===== src/rtl/rtc_pkg.sv =====
package rtc_pkg;

  // ----------------------------------------------------------------
  // Divider chain
  // ----------------------------------------------------------------
  localparam int          XTAL_HZ      = 32768;
  localparam int          STAGE1_HZ    = 20720;
  localparam int          ACC_W        = 15;
  localparam logic [15:0] ACC_MOD      = 16'(XTAL_HZ);
  localparam logic [15:0] ACC_INC      = 16'(STAGE1_HZ);
  localparam int          RIPPLE_W     = 9;
  localparam logic [8:0]  RIPPLE_LAST  = 9'h1FF;
  localparam logic [2:0]  JOHNSON_LAST = 3'h4;

  // ----------------------------------------------------------------
  // Register addresses and fields
  // ----------------------------------------------------------------
  localparam logic [3:0]  ADDR_CTRL    = 4'h0;
  localparam logic [3:0]  ADDR_TENTHS  = 4'h1;
  localparam logic [3:0]  ADDR_UNITS   = 4'h2;
  localparam logic [3:0]  ADDR_TENS    = 4'h3;
  localparam int          CTRL_FLAG    = 3;
  localparam int          CTRL_HALT    = 2;

  // ----------------------------------------------------------------
  // Counter limits and reset values
  // ----------------------------------------------------------------
  localparam logic [3:0]  DIGIT_MAX    = 4'h9;
  localparam logic [3:0]  TENS_MAX     = 4'h5;
  localparam logic [3:0]  DIGIT_RST    = 4'h0;
  localparam logic        HALT_RST     = 1'b0;
  localparam logic        FLAG_RST     = 1'b0;

endpackage


===== src/rtl/rtc_sync.sv =====
`timescale 1ns/1ps
`default_nettype none

module rtc_sync #(
  parameter int W = 1
) (
  // Clock and reset
  input  wire logic         clk,
  input  wire logic         arst_n,
  // Asynchronous inputs and filtered result
  input  wire logic [W-1:0] din,
  output logic      [W-1:0] dout
);

  typedef struct packed {
    logic [W-1:0] s1;
    logic [W-1:0] s2;
    logic [W-1:0] s3;
    logic [W-1:0] filt;
  } rtc_sync_state_type;

  rtc_sync_state_type st;
  rtc_sync_state_type next_st;

  // ----------------------------------------------------------------
  // Three stages; a change counts once stages two and three agree
  // ----------------------------------------------------------------
  always_comb begin
    next_st    = st;
    next_st.s1 = din;
    next_st.s2 = st.s1;
    next_st.s3 = st.s2;
    for (int i = 0; i < W; i++) begin
      if (st.s2[i] == st.s3[i]) begin
        next_st.filt[i] = st.s2[i];
      end
    end
  end

  // Pins idle high after reset, matching their pull-ups
  always_ff @(posedge clk or negedge arst_n) begin
    if (!arst_n) begin
      st <= '1;
    end else begin
      st <= next_st;
    end
  end

  assign dout = st.filt;

endmodule
`default_nettype wire


===== src/rtl/rtc_timebase.sv =====
`timescale 1ns/1ps
`default_nettype none

module rtc_timebase (
  // Clock and reset
  input  wire logic       clk,
  input  wire logic       arst_n,
  // Crystal oscillator
  input  wire logic       xtal_in,
  // Processor bus
  input  wire logic       cs_n,
  input  wire logic       rd_n,
  input  wire logic       wr_n,
  input  wire logic [3:0] addr,
  input  wire logic [3:0] data_in,
  output logic      [3:0] data_out,
  output logic            data_oe,
  // Test and status
  input  wire logic       test_mode,
  output logic            int_out,
  output logic            setting_pulse,
  output logic            halted
);

  typedef struct packed {
    logic [rtc_pkg::ACC_W-1:0]    acc;
    logic [rtc_pkg::RIPPLE_W-1:0] ripple;
    logic [2:0]                   johnson;
    logic                         pulse;
    logic [3:0]                   tenths;
    logic [3:0]                   units;
    logic [3:0]                   tens;
    logic                         flag;
    logic                         halt;
    logic [3:0]                   dout;
    logic                         xtal_d;
    logic                         wr_d;
    logic                         rd_d;
  } rtc_state_type;

  rtc_state_type st;
  rtc_state_type next_st;

  logic [4:0]  ctl_f;
  logic [7:0]  bus_f;
  logic        xtal_f;
  logic        test_f;
  logic        cs_f;
  logic        rd_f;
  logic        wr_f;
  logic [3:0]  addr_f;
  logic [3:0]  wdata_f;
  logic        wr_win;
  logic        rd_win;
  logic        xtal_edge;
  logic        wr_end;
  logic        rd_end;
  logic [15:0] sum;
  logic [4:0]  inc_t;
  logic [4:0]  inc_u;
  logic [4:0]  inc_s;

  // ----------------------------------------------------------------
  // Pin synchronisers
  // ----------------------------------------------------------------
  // Test pin idles low, so it enters the high-reset filter inverted
  rtc_sync #(.W(5)) u_sync_ctl (
    .clk    (clk),
    .arst_n (arst_n),
    .din    ({~test_mode, xtal_in, cs_n, rd_n, wr_n}),
    .dout   (ctl_f)
  );

  rtc_sync #(.W(8)) u_sync_bus (
    .clk    (clk),
    .arst_n (arst_n),
    .din    ({addr, data_in}),
    .dout   (bus_f)
  );

  assign test_f  = ~ctl_f[4];
  assign xtal_f  = ctl_f[3];
  assign cs_f    = ctl_f[2];
  assign rd_f    = ctl_f[1];
  assign wr_f    = ctl_f[0];
  assign addr_f  = bus_f[7:4];
  assign wdata_f = bus_f[3:0];

  assign wr_win    = !cs_f && !wr_f;
  assign rd_win    = !cs_f && !rd_f;
  assign xtal_edge = xtal_f && !st.xtal_d;
  assign wr_end    = st.wr_d && !wr_win;
  assign rd_end    = st.rd_d && !rd_win;

  // BCD step: carry in the top bit, digit below
  function automatic logic [4:0] digit_inc(input logic [3:0] v,
                                           input logic [3:0] lim);
    logic [4:0] r;
    r = {1'b0, v + 4'h1};
    if (v >= lim) begin
      r = {1'b1, 4'h0};
    end
    return r;
  endfunction

  // ----------------------------------------------------------------
  // Divider chain, counters and register access
  // ----------------------------------------------------------------
  always_comb begin
    next_st        = st;
    next_st.xtal_d = xtal_f;
    next_st.wr_d   = wr_win;
    next_st.rd_d   = rd_win;
    sum   = {1'b0, st.acc} + rtc_pkg::ACC_INC;
    inc_t = digit_inc(st.tenths, rtc_pkg::DIGIT_MAX);
    inc_u = digit_inc(st.units, rtc_pkg::DIGIT_MAX);
    inc_s = digit_inc(st.tens, rtc_pkg::TENS_MAX);
    // Read end clears; a setting pulse later in this block wins
    if (rd_end && addr_f == rtc_pkg::ADDR_CTRL) begin
      next_st.flag = 1'b0;
    end
    if (xtal_edge) begin
      // Falling edge of the setting pulse advances time
      if (st.pulse) begin
        next_st.pulse = 1'b0;
        next_st.flag  = 1'b1;
        next_st.tenths = inc_t[3:0];
        if (inc_t[4]) begin
          next_st.units = inc_u[3:0];
          if (inc_u[4]) begin
            next_st.tens = inc_s[3:0];
          end
        end
      end
      if (sum >= rtc_pkg::ACC_MOD) begin
        // Fractional divider: carry out of the phase accumulator
        next_st.acc    = sum[rtc_pkg::ACC_W-1:0];
        next_st.ripple = st.ripple + 9'h001;
        if (st.ripple == rtc_pkg::RIPPLE_LAST) begin
          next_st.johnson = {st.johnson[1:0], ~st.johnson[2]};
          if (st.johnson == rtc_pkg::JOHNSON_LAST) begin
            next_st.pulse = 1'b1;
          end
        end
      end else begin
        next_st.acc = sum[rtc_pkg::ACC_W-1:0];
      end
    end
    // Writes override a tick landing in the same cycle
    if (wr_end) begin
      case (addr_f)
        rtc_pkg::ADDR_CTRL: begin
          next_st.halt = wdata_f[rtc_pkg::CTRL_HALT];
        end
        rtc_pkg::ADDR_UNITS: begin
          next_st.units = wdata_f;
        end
        rtc_pkg::ADDR_TENS: begin
          next_st.tens = wdata_f;
        end
        default: begin
        end
      endcase
    end
    if (next_st.halt) begin
      next_st.tenths = rtc_pkg::DIGIT_RST;
    end
    case (addr_f)
      rtc_pkg::ADDR_CTRL: begin
        next_st.dout = 4'h0;
        next_st.dout[rtc_pkg::CTRL_FLAG] = st.flag;
      end
      rtc_pkg::ADDR_TENTHS: begin
        next_st.dout = st.tenths;
      end
      rtc_pkg::ADDR_UNITS: begin
        next_st.dout = st.units;
      end
      rtc_pkg::ADDR_TENS: begin
        next_st.dout = st.tens;
      end
      default: begin
        next_st.dout = 4'h0;
      end
    endcase
  end

  always_ff @(posedge clk or negedge arst_n) begin
    if (!arst_n) begin
      st        <= '0;
      st.halt   <= rtc_pkg::HALT_RST;
      st.flag   <= rtc_pkg::FLAG_RST;
      st.xtal_d <= 1'b1;
    end else begin
      st <= next_st;
    end
  end

  // ----------------------------------------------------------------
  // Outputs
  // ----------------------------------------------------------------
  assign data_out      = st.dout;
  assign data_oe       = rd_win;
  // Interrupt timer lives elsewhere; pin idles low outside test
  assign int_out       = test_f ? xtal_f : 1'b0;
  assign setting_pulse = st.pulse;
  assign halted        = st.halt;
endmodule
`default_nettype wire


===== config.mk =====
export PLATFORM = sky130hd
export DESIGN_NAME = rtc_timebase
export DESIGN_NICKNAME = d
export VERILOG_FILES = /design/src/rtl/rtc_pkg.sv /design/src/rtl/rtc_sync.sv /design/src/rtl/rtc_timebase.sv
export SDC_FILE = /design/constraint.sdc
export NUM_CORES = 1
export LEC_CHECK = 0
export ABC_AREA = 0
export BUFFER_PORTS_ARGS = -buffer_cell sky130_fd_sc_hd__buf_2
export CAP_MARGIN = 10
export CORE_MARGIN = 2
export CORE_UTILIZATION = 45
export CTS_BUF_LIST = sky130_fd_sc_hd__clkbuf_16
export DETAILED_ROUTE_END_ITERATION = 12
export PLACE_DENSITY = 0.58
export SYNTH_ARGS = -nofsm -noshare
export SYNTH_HDL_FRONTEND = slang
export SYNTH_HIERARCHICAL = 1
export SYNTH_SLANG_ARGS = --single-unit

===== constraint.sdc =====
create_clock -name clk -period 2.1 [get_ports clk]
set_clock_uncertainty 0.2 [all_clocks]
set_input_delay 0.42 -clock clk [delete_from_list [all_inputs] [get_ports clk]]
set_output_delay 0.42 -clock clk [all_outputs]
set_load 0.02 [all_outputs]

# Word-level counts from Yosys, hierarchy flattened
# Cells that the tools add are included.
# Widths: inputs -> output; s select.
[classes] n_addsub=5 n_lt_le_gt_ge=4 n_eq_ne=18 mux=19 n_bitwise=2 n_reduce_logical=18
[op_table] cell="$mux 13" n=2
[op_table] cell="$mux 4" n=5
[op_table] cell="$add 15x15->16 const B" n=1
[op_table] cell="$ge 16x16->1 const B" n=1
[op_table] cell="$mux 8" n=2
[op_table] cell="$pmux 4 s4" n=1
[op_table] cell="$eq 1x1->1" n=13
[op_table] cell="$add 4x1->4 const B" n=3
[op_table] cell="$mux 5" n=2
[op_table] cell="$add 9x1->9 const B" n=1
[op_table] cell="$eq 9x9->1 const B" n=1
[op_table] cell="$eq 4x2->1 const B" n=2
[op_table] cell="$ge 4x4->1 const B" n=2
[op_table] cell="$mux 1" n=7
[op_table] cell="$logic_and 1x1->1" n=6
[op_table] cell="$logic_not 1->1" n=6
[op_table] cell="$eq 4x1->1 const B" n=1
[op_table] cell="$ge 4x3->1 const B" n=1
[op_table] cell="$logic_not 4->1" n=1
[op_table] cell="$reduce_and 2->1" n=2
[op_table] cell="$reduce_bool 2->1" n=2
[op_table] cell="$eq 3x3->1 const B" n=1
[op_table] cell="$reduce_and 3->1" n=1
[op_table] cell="$not 1->1" n=2
[totals] register_bits=101 input_bits=15 output_inout_bits=8 elab_cells=98

# Logic depth before layout (Yosys ltp)
# Gate-level depths: netlist (run 1).
[depth] depth_word=10 depth_mapped=7 mapped_depth_nobuf=6

# By module
# The synthesis (run 1) kept the hierarchy.
[modules_own_cells] module="rtc_timebase" instances=1 cells_per_inst=234 area_each_um2=2408.6 seq_area_each_um2=1127.3
[modules_own_cells] module="rtc_sync (u_sync_bus)" instances=1 cells_per_inst=48 area_each_um2=991.0 seq_area_each_um2=840.8
[modules_own_cells] module="rtc_sync (u_sync_ctl)" instances=1 cells_per_inst=30 area_each_um2=619.3 seq_area_each_um2=525.5

# Worst setup path after synthesis (run 1)
# No wires, ideal clock.
[synth_timing] path_kind="register to register" from="register st[17] (netlist name)" to="register st[11] (netlist name)" setup_ps=132 arrival_ps=1571 required_time_ps=1768 setup_slack_ps=197 path_stages_with_launch=8 n_path_buf=1 period_less_slack_ps=1903 cell_sequence="dfrtp_1 inv_1 ha_1 nor3b_1 or3_1 buf_2 nor4_1 a211oi_1"

==> flow_summary.json, run 1 <==
{
  "outcome": "finished, final reports clean",
  "worst_setup_path_end_kind": "flip-flop",
  "clk_pin_slew_ns": 0.07,
  "cts_max_path_buffers": 2,
  "slew_violations": 0,
  "timing.final.crit_share_pct": 96.5,
  "antenna_found_initial": 0,
  "synth-edff-count": 0,
  "fmax_mhz": 493,
  "worst-setup-path-type": "flip-flop to flip-flop",
  "clock_sinks": 97,
  "initial_utilization_pct": 46.3,
  "cts_htree_levels": 3,
  "grt_start_max_net_pins": 41,
  "cts.root.buffer_cell": "clkbuf_16",
  "cts_made_buffers": 9,
  "grt_pass1_wl_um": 10900,
  "flow.area_growth_from_synthesis_pct": 16.9,
  "mappedNetlistNets": 339,
  "synth.ff_latch_count": 97,
  "yosysUniqueCellTypes": 50,
  "postRouteWirelength_um": 6300,
  "timing_hold_violations_final": 0,
  "gr-usage-all-layers_pct": 14.2,
  "drive_gt1_share_pct": 39.1,
  "synth_seq_area_share_pct": 62.0,
  "grt_overflow_total": 0,
  "placeableCoreArea_um2": 8680,
  "cp.required_ns": 2.11,
  "fin_nets": 380,
  "power_per_cell_area_nw_per_um2": 1080,
  "ant_nets": 0,
  "synth-warning-count": 6,
  "worst_ir_drop_vdd_mv": 0.618,
  "layout.area.seq_um2": 2490,
  "worst_skew_pair.late_latency_ns": 0.34,
  "routed_via_count": 2313,
  "cts_tree": "built",
  "p_leak_nw": 2.04,
  "synth-async-reset-ratio_pct": 100,
  "final.fill_count": 764,
  "insertedDiodeCount": 0,
  "rsz_0062_raised_after_global_routing": "false",
  "detailedRoute.firstPassIterationCount": 4,
  "finalSetupTns_ns": 0,
  "gpl.final_weighted_congestion": 0.830,
  "min-delay-path-class": "flip-flop to flip-flop",
  "drt_drc_violations_left": 0,
  "multi_input_area_um2": 1330,
  "final_period_minus_worst_setup_slack_ns": 2.03,
  "fin_hold_ws_ns": 0.150,
  "average_cell_area_after_synthesis_um2": 12.9,
  "finalWorstSetupSlack_ns": 0.0736,
  "worst-endpoint-arrival_ns": 2.04,
  "timing.max_cap.violations": 0,
  "mostFrequentLayoutCell": "dfstp_2",
  "most_frequent_cells_in_the_layout": "53 x dfstp_2, 43 x dfrtp_1, 21 x buf_2",
  "wire_per_inst_um": 13.5,
  "die-height_um": 98.5,
  "crit_path_max_fanout": 9,
  "max-slew-margin-rel_pct": 68.4,
  "cp_startpoint_kind": "flip-flop",
  "worstMarginPinSlew_ns": 0.469,
  "floorplan.die_area_um2": 9700,
  "dp.final_hpwl_um": 4200,
  "finalSetupViolations": 0,
  "ys.flop_type": "dfstp_2",
  "final_core_utilization_pct": 54.1,
  "pre_cts_ws_ns": 0.0259,
  "first_iter_violations": 75,
  "die_x_um": 98.5,
  "rows": 34,
  "mappedNetlistArea_um2": 4020,
  "post_drt_via_cell_ratio": 4.96,
  "buffer_ports.inserted": 22,
  "netlist_instances": 312,
  "floorplan.io_pins": 23,
  "grt_pass1_vias": 2376
}
[synthesized netlist by cell type, types with 2 or more instances]
cell / count / share of area (%)
a211oi_1: 3 / 0.56
a21oi_1: 6 / 0.75
a21oi_2: 2 / 0.44
a31oi_1: 3 / 0.47
and2_1: 2 / 0.31
and3_1: 6 / 0.93
buf_2: 2 / 0.25
buf_4: 17 / 3.2
dfrtp_1: 44 / 27
dfstp_2: 53 / 35
ha_1: 12 / 3.7
inv_1: 15 / 1.4
maj3_2: 13 / 3.6
mux2_2: 5 / 1.4
mux2i_1: 3 / 0.75
nand2_1: 20 / 1.9
nand2b_1: 2 / 0.31
nand3_1: 10 / 1.2
nand3b_1: 2 / 0.37
nand4_1: 7 / 1.1
nor2_1: 16 / 1.5
nor2b_1: 4 / 0.62
nor3b_1: 3 / 0.56
nor4_1: 3 / 0.47
o211ai_1: 4 / 0.75
o21ai_0: 14 / 1.7
o21ai_2: 2 / 0.44
or3b_2: 2 / 0.44
xnor2_1: 13 / 2.8
xor2_1: 4 / 0.87
[metrics by stage]
step                      std cells  area (µm²)  total power (W)
after global placement          434        4220          0.00339
final                           466        4700          0.00506
after detailed placement        434        4220          0.00342
after CTS                       464        4680          0.00510
after global routing            466        4700          0.00538
after floorplan                 312        4020          0.00316
[critical path, stage by stage (launching register included)]
cell,delay [ns]
dfrtp_1,0.43
inv_1,0.10
ha_1,0.21
nor3b_2,0.17
or3_4,0.40
nor4_1,0.30
a211oi_1,0.09
[what timing repair did]
action                                  4_1_cts  5_1_grt
hold endpoints to repair                     20        0
pin swaps                                     0        1
gates resized for setup                       1        2
hold buffers                                 14        0
gates cloned                                  0        0
endpoints found under the setup margin        1        2
buffers inserted                              0        2
[worst paths after layout]
path	startpoint	end	slack, ns	cells past startpoint
worst max register to register	st[17]	st[11]	0.07	6
max in group asynchronous	arst_n	u_sync_bus/st[9]	0.74	3
worst max-delay path	st[17]	st[11]	0.07	6
min in group asynchronous	arst_n	data_out[2]	0.35	2
worst min register to register	u_sync_bus/next_st[16]	u_sync_bus/next_st[8]	0.15	0
worst min-delay path	u_sync_bus/next_st[16]	u_sync_bus/next_st[8]	0.15	0
[sequential cells by signal (all words and copies together) (netlist names)]
name / count
st: 39
setting_pulse: 1
u_sync_bus/dout: 8
u_sync_bus/next_st: 16
u_sync_ctl/st: 5
u_sync_ctl/next_st: 10
u_sync_ctl/dout: 5
u_sync_bus/st: 8
data_out: 4
halted: 1
[final cells by class]
cell class	count	share of cell area (%)
Clock buffer	9	4.79
Clock inverter	7	1.84
Inverter	15	1.20
Multi-Input combinational cell	180	28.3
Sequential cell	97	53.1
Tap cell	108	2.88
Timing Repair Buffer	50	7.88
[metal layers]
metal | global-route usage (%) | wire length, µm | share of wire, % | up-vias
li1 | - | - | - | 1151
met1 | 18.4 | 3100 | 49 | 1124
met2 | 22.0 | 2920 | 46 | 28
met3 | 4.33 | 172 | 2.7 | 10
met4 | 6.95 | 111 | 1.8 | 0
met5 | 0 | 0 | 0 | -
[report_power, final]
group	switching (W)	internal, W	total, W
clock network	0.000783	0.000850	0.00163
registers	0.000301	0.00222	0.00252
logic	0.000452	0.000447	0.000899
[cells by family after synthesis]
logic type               synth area share, %
flip-flops                              62.0
AND/OR/NAND/NOR                         12.3
AO/OA/AOI/OAI                           7.32
buffers and inverters                   5.11
adder cells (fa/ha/maj)                 7.38
XOR/XNOR                                3.70
multiplexers                            2.15
(Power assumes the default switching activity.)
==> run 2: changes to the inputs <==
CORE_UTILIZATION = 40   (was 45)
PLACE_DENSITY = 0.52   (was 0.58)
==> flow_summary.json, run 2 (same netlist as run 1, synthesis figures left out) <==
{
  "buffer_ports.inserted": 22,
  "grt_pass1_vias": 2373,
  "initial_utilization_pct": 41.1,
  "fin_nets": 380,
  "reg2reg_from": "st[14]",
  "timing_hold_violations_final": 0,
  "worst-setup-path-type": "flip-flop to flip-flop",
  "cts_made_buffers": 9,
  "worst_r2r_path_depth": 6,
  "timing.max_cap.violations": 0,
  "p_leak_nw": 2.03,
  "crit_path_max_fanout": 7,
  "largest_register_ff_count": 39,
  "routed_via_count": 2332,
  "insertedDiodeCount": 0,
  "flow.area_growth_from_synthesis_pct": 16.7,
  "first_iter_violations": 87,
  "slew_violations": 0,
  "cts_tree": "built",
  "die_x_um": 104,
  "finalWorstSetupSlack_ns": 0.0994,
  "cp-startpoint": "st[14]",
  "post_drt_via_cell_ratio": 4.76,
  "cts.root.buffer_cell": "clkbuf_16",
  "detailedRoute.firstPassIterationCount": 4,
  "crit_path_top_delay_cell": "or3b_2",
  "dp.final_hpwl_um": 4410,
  "placedInstanceArea_um2": 4280,
  "whs_path_cells": 0,
  "placeableCoreArea_um2": 9770,
  "die-height_um": 104,
  "layout.cell_area.non_filler_um2": 4690,
  "most_frequent_cells_in_the_layout": "53 x dfstp_2, 43 x dfrtp_1, 21 x buf_2",
  "fmax_mhz": 500,
  "max-slew-margin-rel_pct": 66.6,
  "clk_pin_slew_ns": 0.06,
  "cts_htree_levels": 3,
  "drive_gt1_share_pct": 38.1,
  "mostFrequentLayoutCell": "dfstp_2",
  "outcome": "finished, final reports clean",
  "worstMarginPinSlew_ns": 0.495,
  "layoutNonFillerInstCount": 490,
  "timing.final.crit_share_pct": 95.3,
  "worst-endpoint-arrival_ns": 2.05,
  "grt_pass1_wl_um": 11500,
  "gr-usage-all-layers_pct": 13.7,
  "gpl.final_weighted_congestion": 0.757,
  "critical_path.cell_chain": "inv_1, ha_1, or3b_2, nand2_1, nand3_1, a31oi_1",
  "worst_setup_path_end_kind": "flip-flop",
  "min_from": "u_sync_bus/next_st[19]",
  "wire_per_inst_um": 13.3,
  "postRouteWirelength_um": 6500,
  "reg2reg_setup_slack_ns": 0.1,
  "grt_overflow_total": 0,
  "post-cts-setup-buffer-count": 0,
  "ant_nets": 0,
  "clock_sinks": 97,
  "floorplan.io_pins": 23,
  "pre_cts_ws_ns": 0.0524,
  "worst_ir_drop_vdd_mv": 0.412,
  "crit_path_max_incr_delay_ns": 0.47,
  "floorplan.die_area_um2": 10900,
  "antenna_found_initial": 0,
  "hold_path_end": "u_sync_bus/next_st[11]",
  "cts_max_path_buffers": 2,
  "grt_start_max_net_pins": 43,
  "largest-register": "st",
  "rows": 36,
  "cp.required_ns": 2.15,
  "worst_skew_pair.late_latency_ns": 0.34,
  "finalSetupViolations": 0,
  "final_period_minus_worst_setup_slack_ns": 2.00,
  "min-delay-path-class": "flip-flop to flip-flop",
  "cp_startpoint_kind": "flip-flop",
  "power_per_cell_area_nw_per_um2": 1040,
  "place_inst": 461,
  "r2r_path_end": "st[13]",
  "drt_drc_violations_left": 0
}
run 2: cell count changes in the layout (fill, tap and decap cells not counted), sizes merged:
| cell | before | now |
|---|---|---|
| clkinv | 5 | 4 |
run 2: how the worst max path moves through the flow:
stage               cells after the start  slack [ns]  endpoint
floorplan                               7        0.20    st[11]
global placement                        6         0.1    st[11]
detailed placement                      6        0.05    st[11]
CTS                                     6        0.03    st[11]
global route                            8       -0.03    st[16]
finish                                  6         0.1    st[13]
run 2: final cells by class:
class	count	area, µm²
clock inverter	6	28.8
timing repair buffer	50	383
multi-input combinational	180	1330
clock buffer	9	225
sequential	97	2490
fill	888	5090
tap	133	166
inverter	15	56.3
run 2: metrics by stage:
stage                     setup TNS [ns]  hold slack [ns]  utilization (%)  power, W
after CTS                              0            0.157             47.8   0.00491
final                                  0            0.155             48.0   0.00486
after floorplan                        0          -0.0756                -   0.00316
after global routing             -0.0304            0.159             48.0   0.00517
after global placement                 0            0.141             43.8   0.00341
after detailed placement               0            0.145             43.8   0.00343
run 2: routing by layer:
layer,GRT usage (%),wire (µm),up-vias
met5,0,0,-
met4,4.63,97,0
met3,5.14,234,9
met2,20.7,3030,20
met1,18.1,3130,1160
li1,-,-,1143
run 2: report_power, final:
group          total [W]  leakage (nW)  switching, W  internal, W
Clock            0.00142         0.133      0.000642     0.000778
Sequential       0.00254          1.13      0.000311      0.00223
Combinational   0.000903         0.771      0.000459     0.000443
run 2: timing repair:
action,4_1_cts,5_1_grt
gates resized for setup,0,4
endpoints found under the hold margin,26,0
hold buffers,14,0
endpoints found under the setup margin,0,4
run 2: critical path: cells and delay by family (launching register included):
| kind | cells | cell delay (ns) |
|---|---|---|
| DFF | 1 | 0.42 |
| buffers and inverters | 1 | 0.09 |
| and+or+nand+nor | 3 | 0.80 |
| AOI/OAI and AO/OA | 1 | 0.21 |
| adders and majority gates | 1 | 0.18 |
